File: config.mk
export PLATFORM = sky130hd
export DESIGN_NAME = dltpc_deser_end_flat
export DESIGN_NICKNAME = d
export VERILOG_FILES = /design/src/dltpc_pkg.sv /design/src/dltpc_link_if.sv /design/src/dltpc_deser_end.sv /design/src/dltpc_prbs7.sv /design/src/flat_wrapper.sv
export SDC_FILE = /design/constraint.sdc
export NUM_CORES = 1
export LEC_CHECK = 0
export BUFFER_PORTS_ARGS = -buffer_cell sky130_fd_sc_hd__buf_2
export CAP_MARGIN = 10
export CORE_ASPECT_RATIO = 1.75
export CORE_MARGIN = 2
export CORE_UTILIZATION = 54
export CTS_CLUSTER_DIAMETER = 50
export DETAILED_ROUTE_END_ITERATION = 8
export PLACE_DENSITY = 0.9
export SYNTH_ARGS = -nofsm -noshare
export SYNTH_HDL_FRONTEND = slang
export SYNTH_SLANG_ARGS = --single-unit
File: constraint.sdc
create_clock -name mclk -period 3.6 [get_ports mclk]
set_clock_uncertainty 0.15 [all_clocks]
set_input_delay 0 -clock mclk [delete_from_list [all_inputs] [get_ports mclk]]
set_output_delay 0 -clock mclk [all_outputs]
set_load 0.02 [all_outputs]
File: src/dltpc_pkg.sv
package dltpc_pkg;

   // link framing
   localparam int          PAYLOAD_W        = 24;          // payload bits per frame
   localparam logic [1:0]  MARK_GOOD        = 2'h2;        // marker bit1 high, bit0 low
   localparam logic [1:0]  MARK_NONE        = 2'h0;        // no embedded clock bits
   localparam logic [2:0]  LOCK_GOOD_FRAMES = 3'h4;        // good frames needed for lock
   localparam logic [3:0]  STOP_FRAMES      = 4'h8;        // empty frames meaning stop
   localparam logic [4:0]  TEST_LEAD_CYCLES = 5'h10;       // ser test ahead of des test
   localparam logic [6:0]  PRBS_SEED        = 7'h7f;       // generator reset value
   localparam logic [5:0]  LF_LIMIT_MHZ     = 6'h14;       // 20 mhz range boundary

   // control/status registers of the deserializer
   localparam logic [7:0]  ADDR_CTRL        = 8'h00;
   localparam logic [7:0]  ADDR_STATUS      = 8'h01;
   localparam logic [7:0]  ADDR_ERRCNT      = 8'h02;
   localparam logic [7:0]  CTRL_RESET       = 8'h00;
   localparam int          CTRL_REG_MODE    = 0;           // 1: settings from register
   localparam int          CTRL_SPREAD_LSB  = 1;           // spread_setting field [3:1]
   localparam int          CTRL_LF          = 4;           // low_freq_range_setting
   localparam int          CTRL_IDLE        = 5;           // output_idle_state_select
   localparam int          ST_LOCK          = 0;
   localparam int          ST_PASS          = 1;
   localparam int          ST_SLEEP         = 2;
   localparam int          ST_TEST          = 3;
   localparam int          ST_PDOWN         = 4;

   // spread clock generator decode
   localparam logic [11:0] DIV_HI_A         = 12'h878;     // clk/2168
   localparam logic [11:0] DIV_HI_B         = 12'h514;     // clk/1300
   localparam logic [11:0] DIV_LF_A         = 12'h271;     // clk/625
   localparam logic [11:0] DIV_LF_B         = 12'h181;     // clk/385
   localparam logic [2:0]  SPREAD_SPLIT     = 3'h5;        // first setting of group b
   // deviation in tenths of a percent, indexed by {range, setting}
   localparam logic [4:0]  DEV_TABLE [16]   = '{5'h00, 5'h09, 5'h0c, 5'h13, 5'h17, 5'h07,
                                                5'h0d, 5'h11, 5'h00, 5'h07, 5'h0d, 5'h12,
                                                5'h16, 5'h07, 5'h0c, 5'h11};

   // deserializer link states
   typedef enum logic [1:0] {DS_PDOWN, DS_SLEEP, DS_ACQUIRE, DS_LOCKED} dltpc_state_t;

endpackage

File: src/dltpc_link_if.sv
`timescale 1ns/1ps
interface dltpc_link_if;
   import dltpc_pkg::*;
   logic [PAYLOAD_W-1:0] payload;              // frame payload
   logic [1:0]           marker;               // clock_marker_bit1, clock_marker_bit0
   logic                 test_cmd;             // self-test command carried in frame
   logic                 power_enable_n;       // host power control, low = power down
   logic                 self_test_enable;     // host drives deserializer test enable
   logic                 low_freq_range_select; // high for link clock below 20 mhz
   modport ser (output payload, marker, test_cmd, power_enable_n, self_test_enable,
                output low_freq_range_select);
   modport des (input payload, marker, test_cmd, power_enable_n, self_test_enable,
                input low_freq_range_select);
endinterface

File: src/dltpc_deser_end.sv
`timescale 1ns/1ps
// Notes on behaviour
// - spread both clock and data when enabled
// - system picks range select by link clock
// - normal range spread setting decode table
// - low range spread setting decode table
// - power control low holds power-down
// - auto mode powers down on stream stop
// - idle select sets outputs during power-down
// - power-down resets the control registers
// - missing clock markers enter sleep
// - sleep keeps registers, relock on resume
// - self-test pattern sent and checked
// - serializer test enable precedes deserializer's
// - test pattern recognised disables parallel outputs
// - errored payload pulses pass low
// - test enable width sets duration, latch
// - result high when no errors seen
// - result held until test, reset, powerdown
// - both enables low restores normal traffic
// - checker compares payload bits only
// - bad marker bits drop the lock
// - lock low until acquisition completes
module dltpc_deser_end
   import dltpc_pkg::*;
(
   // clock and reset
   input  wire logic                 mclk,
   input  wire logic                 reset_n,
   // link side
   dltpc_link_if.des                 link,
   // straps
   input  wire logic [2:0]           spread_setting_strap,
   input  wire logic                 idle_select_strap,
   input  wire logic                 auto_detect_strap,
   // register port
   input  wire logic [7:0]           reg_addr,
   input  wire logic [7:0]           reg_wdata,
   input  wire logic                 reg_wr,
   input  wire logic                 reg_rd,
   output logic      [7:0]           reg_rdata_q,
   // parallel outputs
   output logic      [PAYLOAD_W-1:0] data_out_q,
   output logic                      data_oe_q,
   output logic                      clk_out_en_q,
   output logic                      lock_q,
   output logic                      pass_q,
   // spread clock generator settings
   output logic                      spread_enable_q,
   output logic      [11:0]          spread_divisor_q,
   output logic      [4:0]           spread_dev_q
);
   // pin synchronisers: bit0 power_enable_n, bit1 self_test_enable, bit2 range select
   logic [2:0]   pin_s1_q;                 // first stage, read by second only
   logic [2:0]   pin_s2_q;
   logic [2:0]   pin_s3_q;
   logic [2:0]   pin_f_q;                  // filtered level
   logic [2:0]   pin_f_d;

   dltpc_state_t st_q;                     // link state
   dltpc_state_t st_d;
   logic [2:0]   good_cnt_q;               // consecutive good markers
   logic [3:0]   stop_cnt_q;               // consecutive empty frames
   logic [7:0]   ctrl_q;                   // control register
   logic [7:0]   errcnt_q;                 // errored payload count, saturating
   logic [6:0]   chk_state_q;              // checker prediction state
   logic         chk_sync_q;               // checker seeded
   logic         err_seen_q;               // an error in the current test
   logic         test_pin_d1_q;            // previous test enable level
   logic         checking_q;               // test running
   logic [PAYLOAD_W-1:0] expect_bits;
   logic [6:0]   chk_next;

   // decode
   wire          pd_pin     = ~pin_f_q[0];
   wire          test_pin   = pin_f_q[1];
   wire          lf_pin     = pin_f_q[2];
   wire          mark_good  = (link.marker == MARK_GOOD);
   wire          mark_none  = (link.marker == MARK_NONE);
   wire          stop_now   = mark_none && (stop_cnt_q == STOP_FRAMES - 4'h1);
   wire          locked     = (st_q == DS_LOCKED);
   wire          test_cmd   = locked && link.test_cmd;
   wire          test_start = test_pin && !test_pin_d1_q;
   wire          test_stop  = !test_pin && test_pin_d1_q;
   wire          check_on   = test_cmd && test_pin && checking_q;
   wire          mismatch   = |(link.payload ^ expect_bits);
   wire          reg_mode   = ctrl_q[CTRL_REG_MODE];
   wire [2:0]    spread_eff = reg_mode ? ctrl_q[CTRL_SPREAD_LSB +: 3] : spread_setting_strap;
   wire          lf_eff     = reg_mode ? ctrl_q[CTRL_LF] : lf_pin;
   wire          idle_eff   = reg_mode ? ctrl_q[CTRL_IDLE] : idle_select_strap;
   wire          grp_b      = (spread_eff >= SPREAD_SPLIT);
   wire [11:0]   div_sel    = lf_eff ? (grp_b ? DIV_LF_B : DIV_LF_A)
                                     : (grp_b ? DIV_HI_B : DIV_HI_A);
   wire          wr_ctrl    = reg_wr && (reg_addr == ADDR_CTRL);
   wire [7:0]    status     = {3'h0, st_q == DS_PDOWN, checking_q, st_q == DS_SLEEP,
                               pass_q, lock_q};
   wire [7:0]    rd_mux     = (reg_addr == ADDR_CTRL)   ? ctrl_q   :
                              (reg_addr == ADDR_STATUS) ? status   :
                              (reg_addr == ADDR_ERRCNT) ? errcnt_q : 8'h00;

   dltpc_prbs7 #(.WIDTH(PAYLOAD_W)) u_chk (
      .state      (chk_state_q),
      .bits       (expect_bits),
      .next_state (chk_next)
   );

   // a bit changes once the second and third stages agree
   assign pin_f_d = (pin_s2_q & ~(pin_s2_q ^ pin_s3_q)) | (pin_f_q & (pin_s2_q ^ pin_s3_q));

   always_ff @(posedge mclk or negedge reset_n) begin
      if (!reset_n) begin
         pin_s1_q <= 3'h1;
         pin_s2_q <= 3'h1;
         pin_s3_q <= 3'h1;
         pin_f_q  <= 3'h1;
      end else begin
         pin_s1_q <= {link.low_freq_range_select, link.self_test_enable, link.power_enable_n};
         pin_s2_q <= pin_s1_q;
         pin_s3_q <= pin_s2_q;
         pin_f_q  <= pin_f_d;
      end
   end

   // link state: power-down, sleep, acquisition, lock
   always_comb begin
      st_d = st_q;
      case (st_q)
         DS_PDOWN: begin
            if (!(auto_detect_strap && mark_none)) begin
               st_d = DS_ACQUIRE;
            end
         end
         DS_SLEEP: begin
            if (!mark_none) begin
               st_d = DS_ACQUIRE;
            end
         end
         DS_ACQUIRE: begin
            if (stop_now) begin
               st_d = auto_detect_strap ? DS_PDOWN : DS_SLEEP;
            end else if (mark_good && good_cnt_q == LOCK_GOOD_FRAMES - 3'h1) begin
               st_d = DS_LOCKED;
            end
         end
         DS_LOCKED: begin
            if (!mark_good) begin
               st_d = DS_ACQUIRE;
            end
         end
         default: st_d = DS_PDOWN;
      endcase
      if (pd_pin) begin
         st_d = DS_PDOWN;
      end
   end

   always_ff @(posedge mclk or negedge reset_n) begin
      if (!reset_n) begin
         st_q       <= DS_PDOWN;
         good_cnt_q <= '0;
         stop_cnt_q <= '0;
         lock_q     <= 1'b0;
      end else begin
         st_q       <= st_d;
         good_cnt_q <= (mark_good && st_q == DS_ACQUIRE) ? good_cnt_q + 3'h1 : 3'h0;
         stop_cnt_q <= (mark_none && !stop_now) ? stop_cnt_q + 4'h1 : 4'h0;
         lock_q     <= (st_d == DS_LOCKED);
      end
   end

   // registers: cleared in power-down, kept through sleep
   always_ff @(posedge mclk or negedge reset_n) begin
      if (!reset_n) begin
         ctrl_q      <= CTRL_RESET;
         reg_rdata_q <= 8'h00;
      end else begin
         if (st_q == DS_PDOWN) begin
            ctrl_q <= CTRL_RESET;
         end else if (wr_ctrl) begin
            ctrl_q <= reg_wdata;
         end
         reg_rdata_q <= reg_rd ? rd_mux : 8'h00;
      end
   end

   // self-test checker and pass pin
   always_ff @(posedge mclk or negedge reset_n) begin
      if (!reset_n) begin
         test_pin_d1_q <= 1'b0;
         checking_q    <= 1'b0;
         chk_state_q   <= PRBS_SEED;
         chk_sync_q    <= 1'b0;
         err_seen_q    <= 1'b0;
         errcnt_q      <= 8'h00;
         pass_q        <= 1'b1;
      end else if (st_q == DS_PDOWN) begin
         test_pin_d1_q <= 1'b0;
         checking_q    <= 1'b0;
         chk_sync_q    <= 1'b0;
         err_seen_q    <= 1'b0;
         errcnt_q      <= 8'h00;
         pass_q        <= 1'b1;
      end else begin
         test_pin_d1_q <= test_pin;
         if (test_start) begin
            checking_q <= 1'b1;
            chk_sync_q <= 1'b0;
            err_seen_q <= 1'b0;
            errcnt_q   <= 8'h00;
            pass_q     <= 1'b1;
         end else if (test_stop) begin
            checking_q <= 1'b0;
            pass_q     <= ~err_seen_q;
         end else if (check_on) begin
            if (!chk_sync_q) begin
               chk_state_q <= link.payload[6:0];
               chk_sync_q  <= 1'b1;
               pass_q      <= 1'b1;
            end else begin
               chk_state_q <= chk_next;
               pass_q      <= ~mismatch;
               if (mismatch) begin
                  err_seen_q <= 1'b1;
                  errcnt_q   <= (errcnt_q == 8'hff) ? errcnt_q : errcnt_q + 8'h01;
               end
            end
         end
      end
   end

   // parallel outputs and idle states
   always_ff @(posedge mclk or negedge reset_n) begin
      if (!reset_n) begin
         data_out_q   <= '0;
         data_oe_q    <= 1'b0;
         clk_out_en_q <= 1'b0;
      end else if (st_q == DS_PDOWN || st_q == DS_SLEEP) begin
         data_out_q   <= '0;
         data_oe_q    <= idle_eff;
         clk_out_en_q <= idle_eff;
      end else if (locked && !link.test_cmd) begin
         data_out_q   <= link.payload;
         data_oe_q    <= 1'b1;
         clk_out_en_q <= 1'b1;
      end else begin
         data_out_q   <= '0;
         data_oe_q    <= 1'b0;
         clk_out_en_q <= 1'b0;
      end
   end

   // spread clock generator settings, applied to clock and data alike
   always_ff @(posedge mclk or negedge reset_n) begin
      if (!reset_n) begin
         spread_enable_q  <= 1'b0;
         spread_divisor_q <= 12'h000;
         spread_dev_q     <= 5'h00;
      end else begin
         spread_enable_q  <= (spread_eff != 3'h0) && (st_q == DS_LOCKED);
         spread_divisor_q <= (spread_eff != 3'h0) ? div_sel : 12'h000;
         spread_dev_q     <= DEV_TABLE[{lf_eff, spread_eff}];
      end
   end
endmodule

File: src/dltpc_prbs7.sv
`timescale 1ns/1ps
// one frame of x^7 + x^6 + 1; first bit in the msb, final state = last seven bits
module dltpc_prbs7
   import dltpc_pkg::*;
#(
   parameter int WIDTH = PAYLOAD_W
) (
   // state in
   input  wire logic [6:0]       state,
   // frame out
   output logic      [WIDTH-1:0] bits,
   output logic      [6:0]       next_state
);
   // step the register once per output bit
   always_comb begin
      logic [6:0] s;
      logic       nb;
      s    = state;
      nb   = 1'b0;
      bits = '0;
      for (int i = 0; i < WIDTH; i++) begin
         nb                = s[6] ^ s[5];
         bits[WIDTH-1-i]   = nb;
         s                 = {s[5:0], nb};
      end
      next_state = s;
   end
endmodule

File: src/flat_wrapper.sv
// flat-port wrapper written by rule: the top's interface ports become plain ports
module dltpc_deser_end_flat import dltpc_pkg::*;
  (mclk, reset_n, spread_setting_strap, idle_select_strap, auto_detect_strap, reg_addr, reg_wdata, reg_wr, reg_rd, reg_rdata_q, data_out_q, data_oe_q, clk_out_en_q, lock_q, pass_q, spread_enable_q, spread_divisor_q, spread_dev_q, link_payload, link_marker, link_test_cmd, link_power_enable_n, link_self_test_enable, link_low_freq_range_select);
  dltpc_link_if link_i ();
  input  wire logic mclk;
  input  wire logic reset_n;
  input  wire logic [2:0] spread_setting_strap;
  input  wire logic idle_select_strap;
  input  wire logic auto_detect_strap;
  input  wire logic [7:0] reg_addr;
  input  wire logic [7:0] reg_wdata;
  input  wire logic reg_wr;
  input  wire logic reg_rd;
  output logic      [7:0] reg_rdata_q;
  output logic      [PAYLOAD_W-1:0] data_out_q;
  output logic data_oe_q;
  output logic clk_out_en_q;
  output logic lock_q;
  output logic pass_q;
  output logic spread_enable_q;
  output logic      [11:0] spread_divisor_q;
  output logic      [4:0] spread_dev_q;
  input wire logic [$bits(link_i.payload)-1:0] link_payload;
  input wire logic [$bits(link_i.marker)-1:0] link_marker;
  input wire logic [$bits(link_i.test_cmd)-1:0] link_test_cmd;
  input wire logic [$bits(link_i.power_enable_n)-1:0] link_power_enable_n;
  input wire logic [$bits(link_i.self_test_enable)-1:0] link_self_test_enable;
  input wire logic [$bits(link_i.low_freq_range_select)-1:0] link_low_freq_range_select;
  assign link_i.payload = link_payload;
  assign link_i.marker = link_marker;
  assign link_i.test_cmd = link_test_cmd;
  assign link_i.power_enable_n = link_power_enable_n;
  assign link_i.self_test_enable = link_self_test_enable;
  assign link_i.low_freq_range_select = link_low_freq_range_select;
  dltpc_deser_end u_core (.mclk(mclk), .reset_n(reset_n), .link(link_i), .spread_setting_strap(spread_setting_strap), .idle_select_strap(idle_select_strap), .auto_detect_strap(auto_detect_strap), .reg_addr(reg_addr), .reg_wdata(reg_wdata), .reg_wr(reg_wr), .reg_rd(reg_rd), .reg_rdata_q(reg_rdata_q), .data_out_q(data_out_q), .data_oe_q(data_oe_q), .clk_out_en_q(clk_out_en_q), .lock_q(lock_q), .pass_q(pass_q), .spread_enable_q(spread_enable_q), .spread_divisor_q(spread_divisor_q), .spread_dev_q(spread_dev_q));
endmodule
* Word-level counts from Yosys, hierarchy flattened
Memories as Yosys holds them, arrays and structs flattened. A register that Yosys moved wholly into a read port is not among the register bits.
Index checks and enable logic that the tools add are counted.
** Operators by class
- Add/subtract/negate cells :: 3
- Magnitude comparators :: 1
- Eq/ne operators :: 12
- Multiplexer cells :: 54
- Bitwise gates (word level) :: 36
- Reduce and logical (&&, ||, !) cells :: 34
** Operators by type and width (count)
- $mux 8 :: 13
- $mux 24 :: 2
- $mux 12 :: 3
- $mux 1 :: 24
- $reduce_or 24->1 :: 1
- $xor 1x1->1 :: 24
- $xor 24x24->24 :: 1
- $reduce_bool 3->1 :: 5
- $logic_and 1x1->1 :: 13
- $mux 2 :: 6
- $mux 10 :: 1
- $add 8x1->8 const B :: 1
- $eq 2x2->1 const B :: 4
- $eq 8x1->1 const B :: 1
- $eq 8x2->1 const B :: 1
- $eq 8x8->1 const B :: 1
- $logic_not 8->1 :: 1
- $pmux 2 s4 :: 1
- $reduce_and 4->1 :: 2
- $mux 7 :: 1
- $and 3x3->3 :: 2
- $mux 3 :: 2
- $logic_not 1->1 :: 5
- $not 1->1 :: 5
- other kinds (19) :: 20
** Word-level totals
- Bits in registers :: 96
- ROM bits :: 80
- Memories kept :: 1
** Memories
- (name not given) :: depth 16, width 5, read ports 1, clocked after memory_dff 1, write ports 0, RTL line dltpc_deser_end.sv:261 : spread_dev_q <= DEV_TABLE[{lf_eff, spread_eff}];

* Depth between registers and ports, before layout
Gate-level depths: netlist of run 1.
- Depth in word-level cells :: 12
- Depth in mapped cells :: 11
- Depth with buffers taken out :: 8

* Cells and area by module
Synthesis of run 1 repeated with hierarchy kept, for this count alone.
** Unflattened totals
- Cells, all modules :: 432
- Area, all modules :: 4722.0 µm²
** By module, submodules not included
- dltpc_deser_end :: times used 1, cells an instance 391, area each 4345.4 µm², seq. area each 2442.3 µm²
- dltpc_prbs7 :: times used 1, cells an instance 41, area each 376.6 µm², seq. area each 0.0 µm²

* Worst setup path before layout of run 1
OpenSTA, ideal clock, no wires.
- Kind :: register -> register
- From :: register u_core.chk_state_q[6]
- To :: register u_core.errcnt_q[4]
- Library setup time :: 0.078 ns
- Data arrival time :: 2.373 ns
- Setup slack :: 0.999 ns
- Stages on the path, launching flop included :: 10
- Buffers on the path :: 2
- Period minus slack after synthesis :: 2.601 ns
- Cell sequence :: dfstp_2 > buf_6 > xor2_4 > xor2_2 > xnor2_1 > mux2_4 > and4_1 > buf_6 > or4_1 > a21oi_1
** On the way
- Cells in the longest elaborated chain, start to end :: 8
- Elaborated cells between the ends (all ways) :: 14
- Those cells by class :: bitwise: 11; reduce/logical: 3
** Ends and longest elaborated chain
- start: declaration :: RTL line dltpc_deser_end.sv:66 : logic [6:0] chk_state_q;
- start signal: assignment :: RTL line dltpc_deser_end.sv:216 : chk_state_q <= link.payload[6:0];
- start signal: assignment :: RTL line dltpc_deser_end.sv:220 : chk_state_q <= chk_next;
- $xor 1x1->1 (*) :: RTL line dltpc_prbs7.sv:22 : nb = s[6] ^ s[5];
- $xor 1x1->1 (3 in series) :: RTL line dltpc_prbs7.sv:22
- $xor 24x24->24 (*) :: RTL line dltpc_deser_end.sv:86 : wire mismatch = |(link.payload ^ expect_bits);
- $reduce_or 24->1 (*) :: RTL line dltpc_deser_end.sv:86
- $reduce_bool 3->1 (no source line) (*)
- $reduce_and 5->1 (no source line) (*)
- end signal: assignment :: RTL line dltpc_deser_end.sv:224 : errcnt_q <= (errcnt_q == 8'hff) ? errcnt_q : errcnt_q + 8'h01;
- end: declaration :: RTL line dltpc_deser_end.sv:65 : logic [7:0] errcnt_q;
Mark *: on every way between the ends. The rest lies on a longest branch, timed or not.
A chain may end at the register's enable or synchronous reset.

* Final worst setup path of run 1
- From :: register u_core.chk_state_q[4]
- To :: register u_core.errcnt_q[4]
** On the way
- Cells in the longest elaborated chain, start to end :: 8
- Elaborated cells between the ends (all ways) :: 18
- Those cells by class :: bitwise: 15; reduce/logical: 3
** Ends and longest elaborated chain (RTL line)
- $xor 1x1->1 (4 in series) :: dltpc_prbs7.sv:22
- $xor 24x24->24 (*) :: dltpc_deser_end.sv:86
- $reduce_or 24->1 (*) :: dltpc_deser_end.sv:86
- $reduce_bool 3->1 (no source line) (*)
- $reduce_and 5->1 (no source line) (*)
Marks and branches as above.

==> results of run 1 <==
[cells by family after synthesis]
| family | count (synthesis) | share of synthesized area (%) |
|---|---|---|
| buffers and inverters | 39 | 4.524 |
| other | 1 | 0.07883 |
| and+or+nand+nor | 160 | 17.49 |
| AOI/OAI and AO/OA | 69 | 8.443 |
| DFF | 97 | 51.34 |
| xor gates and xnor gates | 38 | 8.311 |
| muxes | 29 | 6.286 |
| adders and majority gates | 14 | 3.524 |
[cell usage in the layout, fill, tap and decap left out, drive strengths merged, types with 10 or more instances in the layout]
cell type    count
o21ai           15
nand3           12
dlygate4sd3     50
nor2            41
a21oi           30
nor3            11
and2            28
dfrtp           85
buf            109
clkbuf          12
xor2            18
inv             10
dfstp           12
xnor2           19
ha              11
mux2i           25
nand2           23
[worst reg2reg max path: cells and delay by family (launching register included)]
kind	cells	cell delay (ns)
xor gates and xnor gates	2	0.30
AOI/OAI and AO/OA	3	0.61
and+or+nand+nor	2	1.10
DFF	1	0.77
[final cells by class]
cell class / count / share of cell area [%]
timing repair buffer: 159 / 17.47
tap: 117 / 2.419
inverter: 9 / 0.5582
clock inverter: 4 / 0.5168
multi-input combinational: 311 / 34.69
antenna: 2 / 0.08270
sequential: 97 / 40.36
clock buffer: 12 / 3.907
[state kept, by name, indices dropped and copies added, names as in the netlist, named ones only]
name,cells
u_core.ctrl_q,8
u_core.chk_state_q,7
u_core.stop_cnt_q,4
u_core.checking_q,1
u_core.pin_s1_q,3
u_core.errcnt_q,8
u_core.pass_q,1
u_core.lock_q,1
u_core.good_cnt_q,3
u_core.test_pin_d1_q,1
u_core.spread_divisor_q,8
u_core.reg_rdata_q,8
u_core.chk_sync_q,1
u_core.st_q,2
u_core.spread_dev_q,5
u_core.pin_s2_q,3
u_core.data_out_q,24
u_core.spread_enable_q,1
u_core.data_oe_q,1
u_core.err_seen_q,1
u_core.pin_s3_q,3
[Yosys cell counts, drive strengths merged (7+ instances only)]
cell	instances	area [sq um]
dfrtp	85	2127
nor2	41	153.9
a21oi	30	150.1
and2	28	175.2
mux2i	25	250.2
nand2	23	86.33
xnor2	19	181.4
xor2	18	191.4
buf	16	128.9
o21ai	15	75.07
clkbuf	14	52.55
dfstp	12	315.3
nand3	12	60.06
ha	11	137.6
nor3	11	55.05
inv	9	33.78
nand2b	9	56.30
or3	8	50.05
and3	7	43.79
o22ai	7	43.79
[where the power goes]
part	switching [mW]	total (mW)	internal [mW]	leakage [nW]
clock network	0.406	0.878	0.472	0.119
logic	0.146	0.256	0.110	1.53
registers	0.0181	1.14	1.12	1.26
[layer usage]
layer  vias up  global-route usage, %  wire length (microns)
met5         -                      0                      0
met4         0                  15.34                    510
met3        44                  7.154                    644
met2       152                  47.57                   6737
met1      1881                  26.59                   4089
li1       1796                      -                      -
[worst max-delay path by stage]
stage / from / end / cells past startpoint
5_1_grt: u_core.chk_state_q[4]$_DFFE_PN1P_ / u_core.errcnt_q[3]$_DFFE_PN0P_ / 7
4_1_cts: u_core.chk_state_q[4]$_DFFE_PN1P_ / u_core.errcnt_q[4]$_DFFE_PN0P_ / 7
3_5_place_dp: u_core.chk_state_q[4]$_DFFE_PN1P_ / u_core.err_seen_q$_DFFE_PN0P_ / 7
3_3_place_gp: u_core.chk_state_q[4]$_DFFE_PN1P_ / u_core.err_seen_q$_DFFE_PN0P_ / 7
6_report: u_core.chk_state_q[4]$_DFFE_PN1P_ / u_core.errcnt_q[4]$_DFFE_PN0P_ / 7
2_1_floorplan: u_core.chk_state_q[6]$_DFFE_PN1P_ / u_core.errcnt_q[4]$_DFFE_PN0P_ / 9
[metrics by stage]
stage	hold slack, ns	instances	cell area (sq um)	util (%)
6_report	0.07104	711	6052	70.25
5_1_grt	0.06247	711	6052	70.25
4_1_cts	0.04613	708	6036	70.07
3_5_place_dp	-0.04152	642	5268	61.15
3_3_place_gp	-0.04359	642	5268	61.15
2_1_floorplan	-0.4456	447	4757	-
[repair_timing]
action                                  CTS  global route
setup buffers                             0             0
hold buffers                             50             0
endpoints found under the setup margin    0             0
endpoints found under the hold margin   137             0
gates resized for setup                   0             0
==> reports/results.txt, run 1 <==
status - completed
Vert. Die Dim - 128.2 microns
worst hold start - spread_setting_strap[0]
area taken by multi-input logic gates - 0.002100 sq mm
PortBufs - 107
CTS buffer count - 9
Synth async-reset ratio - 100.0%
GRT Residual Overflow - 0
Final Max Slew Viols - 0
via-per-instance ratio - 5.447
syn_area_per_cell - 10.64 sq um
clock latency on the worst-skew pair - 0.34 ns
Post-Syn Area - 0.004757 sq mm
Final GP Congestion - 0.9231
R2R Path End - u_core.errcnt_q[4]$_DFFE_PN0P_
Initial DRC Count - 246
CP Max Fanout - 19
Netlist cell types - 52
Sink Count - 97
first-pass GRT wire length - 19,160 microns
critical-path cell list - xnor2_1 -> xnor2_1 -> or4_1 -> a221oi_1 -> and4_1 -> o31ai_1 -> a21oi_1
Worst-path clk slew - 0.07 ns
Required @ worst endpoint - 3.71 ns
Leakage - 2.912 nW
Total Nets Final - 653
Tot GR Track Use - 26.70%
via count - 3,873
drt wl/cell - 16.85 microns
syn_nets - 513
Rel. slew slack - 34.48%
setup TNS - 0 ns
largest net degree at the start of global routing - 84
FF-to-FF path depth - 7
num rows - 45
Worst Hold Class - input pin to flip-flop
Setup CP Type - flip-flop to flip-flop
Antenna Nets Post-Route - 0
Post-synth EDFFs - 0
CORE AREA - 0.008615 sq mm
Critical-path top delay cell - dfstp_2
# H-tree levels - 3
pwr dens - 375.6 mW/mm^2
maximum vdd drop - 0.2383 mV
Tmin final - 2.999 ns
fmax - 333.5 MHz
DIE WIDTH - 74.95 microns
worst slack at placement - 0.5851 ns
WL final - 11,980 microns
Pre-antenna DRT Iters - 4
ys flop type - dfrtp_1
worst setup margin - 0.6011 ns
R2R Setup Slk - 0.60 ns
hpwl dp - 7738 microns
Worst Setup End Kind - flip-flop
PnR Total Power - 2.273 mW
reg-to-reg critical path startpoint - u_core.chk_state_q[4]$_DFFE_PN1P_
die area - 0.009606 sq mm
Arr. time, crit path - 3.11 ns
startpoint types - flip-flop
Synth warnings - 0
worst stage delay on the critical path - 0.77 ns
layout cells sized above 1 - 24.83%
register area - 0.002442 sq mm
sequential area share after synthesis - 51.34%
final hold vios - 0
vias in the first global route - 4,040
crit-path leading delay family - simple AND/OR/NAND/NOR gates
flops & latches, synth - 97
DR DRC count - 0
Tcrit/Tclk final - 83.30%
clock root cell - clkbuf_16
Post-Synthesis Cells - 447
number of fillers in the final layout - 635
CTS tree - built
CTS Buffer Depth - 2
Hold Path Depth - 3
Area Growth Syn to Fin - 27.22%
Worst Tran Pin Value - 0.9554 ns
I/O pins - 109
Worst path most repeated cell - xnor2_1
Worst Hold Path EP - u_core.spread_dev_q[0]$_DFF_PN0_
endpoints failing setup - 0
unrepaired setup endpoints after global routing - no
Starting Density - 55.22%
Bufs and invs on worst path - 0
antenna violations before repair - 2
Max-cap violations - 0
(Power assumes the default switching activity.)
==> run 2: changes to the inputs <==
clock period = 3.07 ns   (was 3.6 ns; I/O delays follow)
==> run 2 against run 1 <==
  * Register-to-register slack worse by 0.50 ns
  * Final cell count increased by 1.1%
  * Setup slack got worse by 0.50 ns
  * First-iteration DRC count grew 2.8%
  * Sequential share of layout area shrank 0.47 points
  * Worst hold slack got worse by 0.064 ns
  * Design area grew 1.2%
  * Non-clock buffer count up 10
  * Combinational power rose by 20%
  * Critical endpoint is now u_core.errcnt_q[3]$_DFFE_PN0P_
==> reports/results.txt, run 2 (synthesis gave the netlist of run 1 again) <==
clock root cell - clkbuf_16
Required @ worst endpoint - 3.18 ns
Tcrit/Tclk final - 96.60%
pwr dens - 437.5 mW/mm^2
Worst Hold Path EP - u_core.spread_enable_q$_DFF_PN0_
first-pass GRT wire length - 19,280 microns
commonest non-fill, non-tap cell in the layout - buf_2
clock power share - 38.7%
fin area - 0.006123 sq mm
CTS Buffer Depth - 2
drt wl/cell - 16.98 microns
via-per-instance ratio - 5.668
setup TNS - 0 ns
FF-to-FF path depth - 8
Pre-antenna DRT Iters - 4
Final Max Slew Viols - 0
Vert. Die Dim - 128.2 microns
fmax - 337.2 MHz
status - completed
num rows - 45
Hold Path Depth - 4
Total Nets Final - 663
CORE AREA - 0.008615 sq mm
R2R Path End - u_core.errcnt_q[3]$_DFFE_PN0P_
I/O pins - 109
# H-tree levels - 3
die area - 0.009606 sq mm
PortBufs - 107
Final GP Congestion - 0.8803
Worst Hold Class - input pin to flip-flop
reg-to-reg critical path startpoint - u_core.chk_state_q[2]$_DFFE_PN1P_
Initial DRC Count - 253
WL final - 12,210 microns
Starting Density - 55.22%
via count - 4,075
switching part of the total power - 25.19%
final hold vios - 0
Area Growth Syn to Fin - 28.72%
Arr. time, crit path - 3.08 ns
Sink Count - 97
largest net degree at the start of global routing - 41
combinational share of power - 11.4%
GRT Residual Overflow - 0
unrepaired setup endpoints after global routing - no
Leakage - 2.979 nW
Tot GR Track Use - 26.67%
Reg with most FFs - u_core.data_out_q
clock latency on the worst-skew pair - 0.34 ns
Area after DPL - 0.005350 sq mm
internal power - 2.004 mW
Worst Tran Pin Value - 0.5921 ns
commonest non-fill, non-tap cells in the layout - buf_2 (106), dfrtp_1 (85), dlygate4sd3_1 (50)
vias in the first global route - 4,272
Worst-path clk slew - 0.07 ns
CTS tree - built
DIE WIDTH - 74.95 microns
PnR Total Power - 2.679 mW
layout cells sized above 1 - 26.25%
endpoints failing setup - 0
max FFs per register - 24
hpwl dp - 8109 microns
Worst Setup End Kind - flip-flop
Antenna Nets Post-Route - 0
Max-cap violations - 0
Sequential Power Share - 49.9%
startpoint types - flip-flop
CP Max Fanout - 13
antenna violations before repair - 0
worst hold start - spread_setting_strap[2]
Rel. slew slack - 59.40%
maximum vdd drop - 0.3460 mV
R2R Setup Slk - 0.10 ns
CTS buffer count - 9
Setup CP Type - flip-flop to flip-flop
sw power - 674.9 uW
DR DRC count - 0
Ant. Diodes - 0
Tmin final - 2.966 ns
## run 2: changes by cell type in the layout (fill, tap and decap cells not counted), sizes merged
cell	change
inv	+1
clkinvlp	-3
clkbuf	-1
clkinv	+3
diode	-2
buf	+10
## run 2: power groups by stage
stage          clock network (mW)  logic, mW  registers [mW]
4_1_cts                      1.06      0.299            1.33
5_1_grt                      1.10      0.334            1.34
2_1_floorplan                   0      0.117            1.37
6_report                     1.04      0.306            1.34
3_5_place_dp                    0      0.251            1.36
3_3_place_gp                    0      0.242            1.36
## run 2: what timing repair did
action,in CTS,in global routing
gates resized for setup,0,0
buffers inserted,0,0
endpoints found under the hold margin,147,0
hold buffers,50,0
## run 2: routing by layer
layer	GRT usage, %	vias to the layer above	wire length, microns
met5	0	-	0
met4	16.49	0	606
met3	4.717	54	686
met2	49.79	216	6849
met1	25.28	1978	4066
li1	-	1827	-
## run 2: layout make-up
cell class / instances / area [sq um]
clock inverters: 5 / 40.04
flip-flops and latches: 97 / 2442
well taps: 117 / 146.4
clock buffers: 11 / 232.7
multi-input cells: 311 / 2100
repair buffers: 169 / 1129
inverters: 9 / 33.78
fillers: 597 / 2491
## run 2: worst max-delay path by stage
stage	startpoint	to	slack, ns	cells past startpoint
3_3_place_gp	u_core.chk_state_q[2]$_DFFE_PN1P_	u_core.errcnt_q[3]$_DFFE_PN0P_	0.31	8
3_5_place_dp	u_core.chk_state_q[2]$_DFFE_PN1P_	u_core.errcnt_q[4]$_DFFE_PN0P_	0.25	8
6_report	u_core.chk_state_q[2]$_DFFE_PN1P_	u_core.errcnt_q[3]$_DFFE_PN0P_	0.10	8
5_1_grt	u_core.chk_state_q[2]$_DFFE_PN1P_	u_core.errcnt_q[0]$_DFFE_PN0P_	0.02	8
4_1_cts	u_core.chk_state_q[2]$_DFFE_PN1P_	u_core.errcnt_q[3]$_DFFE_PN0P_	0.22	8
2_1_floorplan	u_core.chk_state_q[6]$_DFFE_PN1P_	u_core.errcnt_q[4]$_DFFE_PN0P_	0.47	9
## run 2: per-stage QoR
| step | cells | util [%] | setup WS, ns | hold WS [ns] |
|---|---|---|---|---|
| 2_1_floorplan | 447 | - | 0.4691 | -0.4456 |
| 3_3_place_gp | 653 | 62.11 | 0.3104 | -0.1681 |
| 3_5_place_dp | 653 | 62.11 | 0.2462 | -0.1629 |
| 4_1_cts | 719 | 71.08 | 0.2156 | 0.003834 |
| 5_1_grt | 719 | 71.08 | 0.01532 | 0.03820 |
| 6_report | 719 | 71.08 | 0.1043 | 0.007337 |
## run 2: critical path, stage by stage, from the launching register on
cell	delay, ns
dfstp_2	0.75
xnor2_1	0.18
xnor2_1	0.11
or4_1	0.52
a221oi_1	0.35
and4_1	0.41
buf_4	0.20
o21ai_1	0.08
a21oi_1	0.14
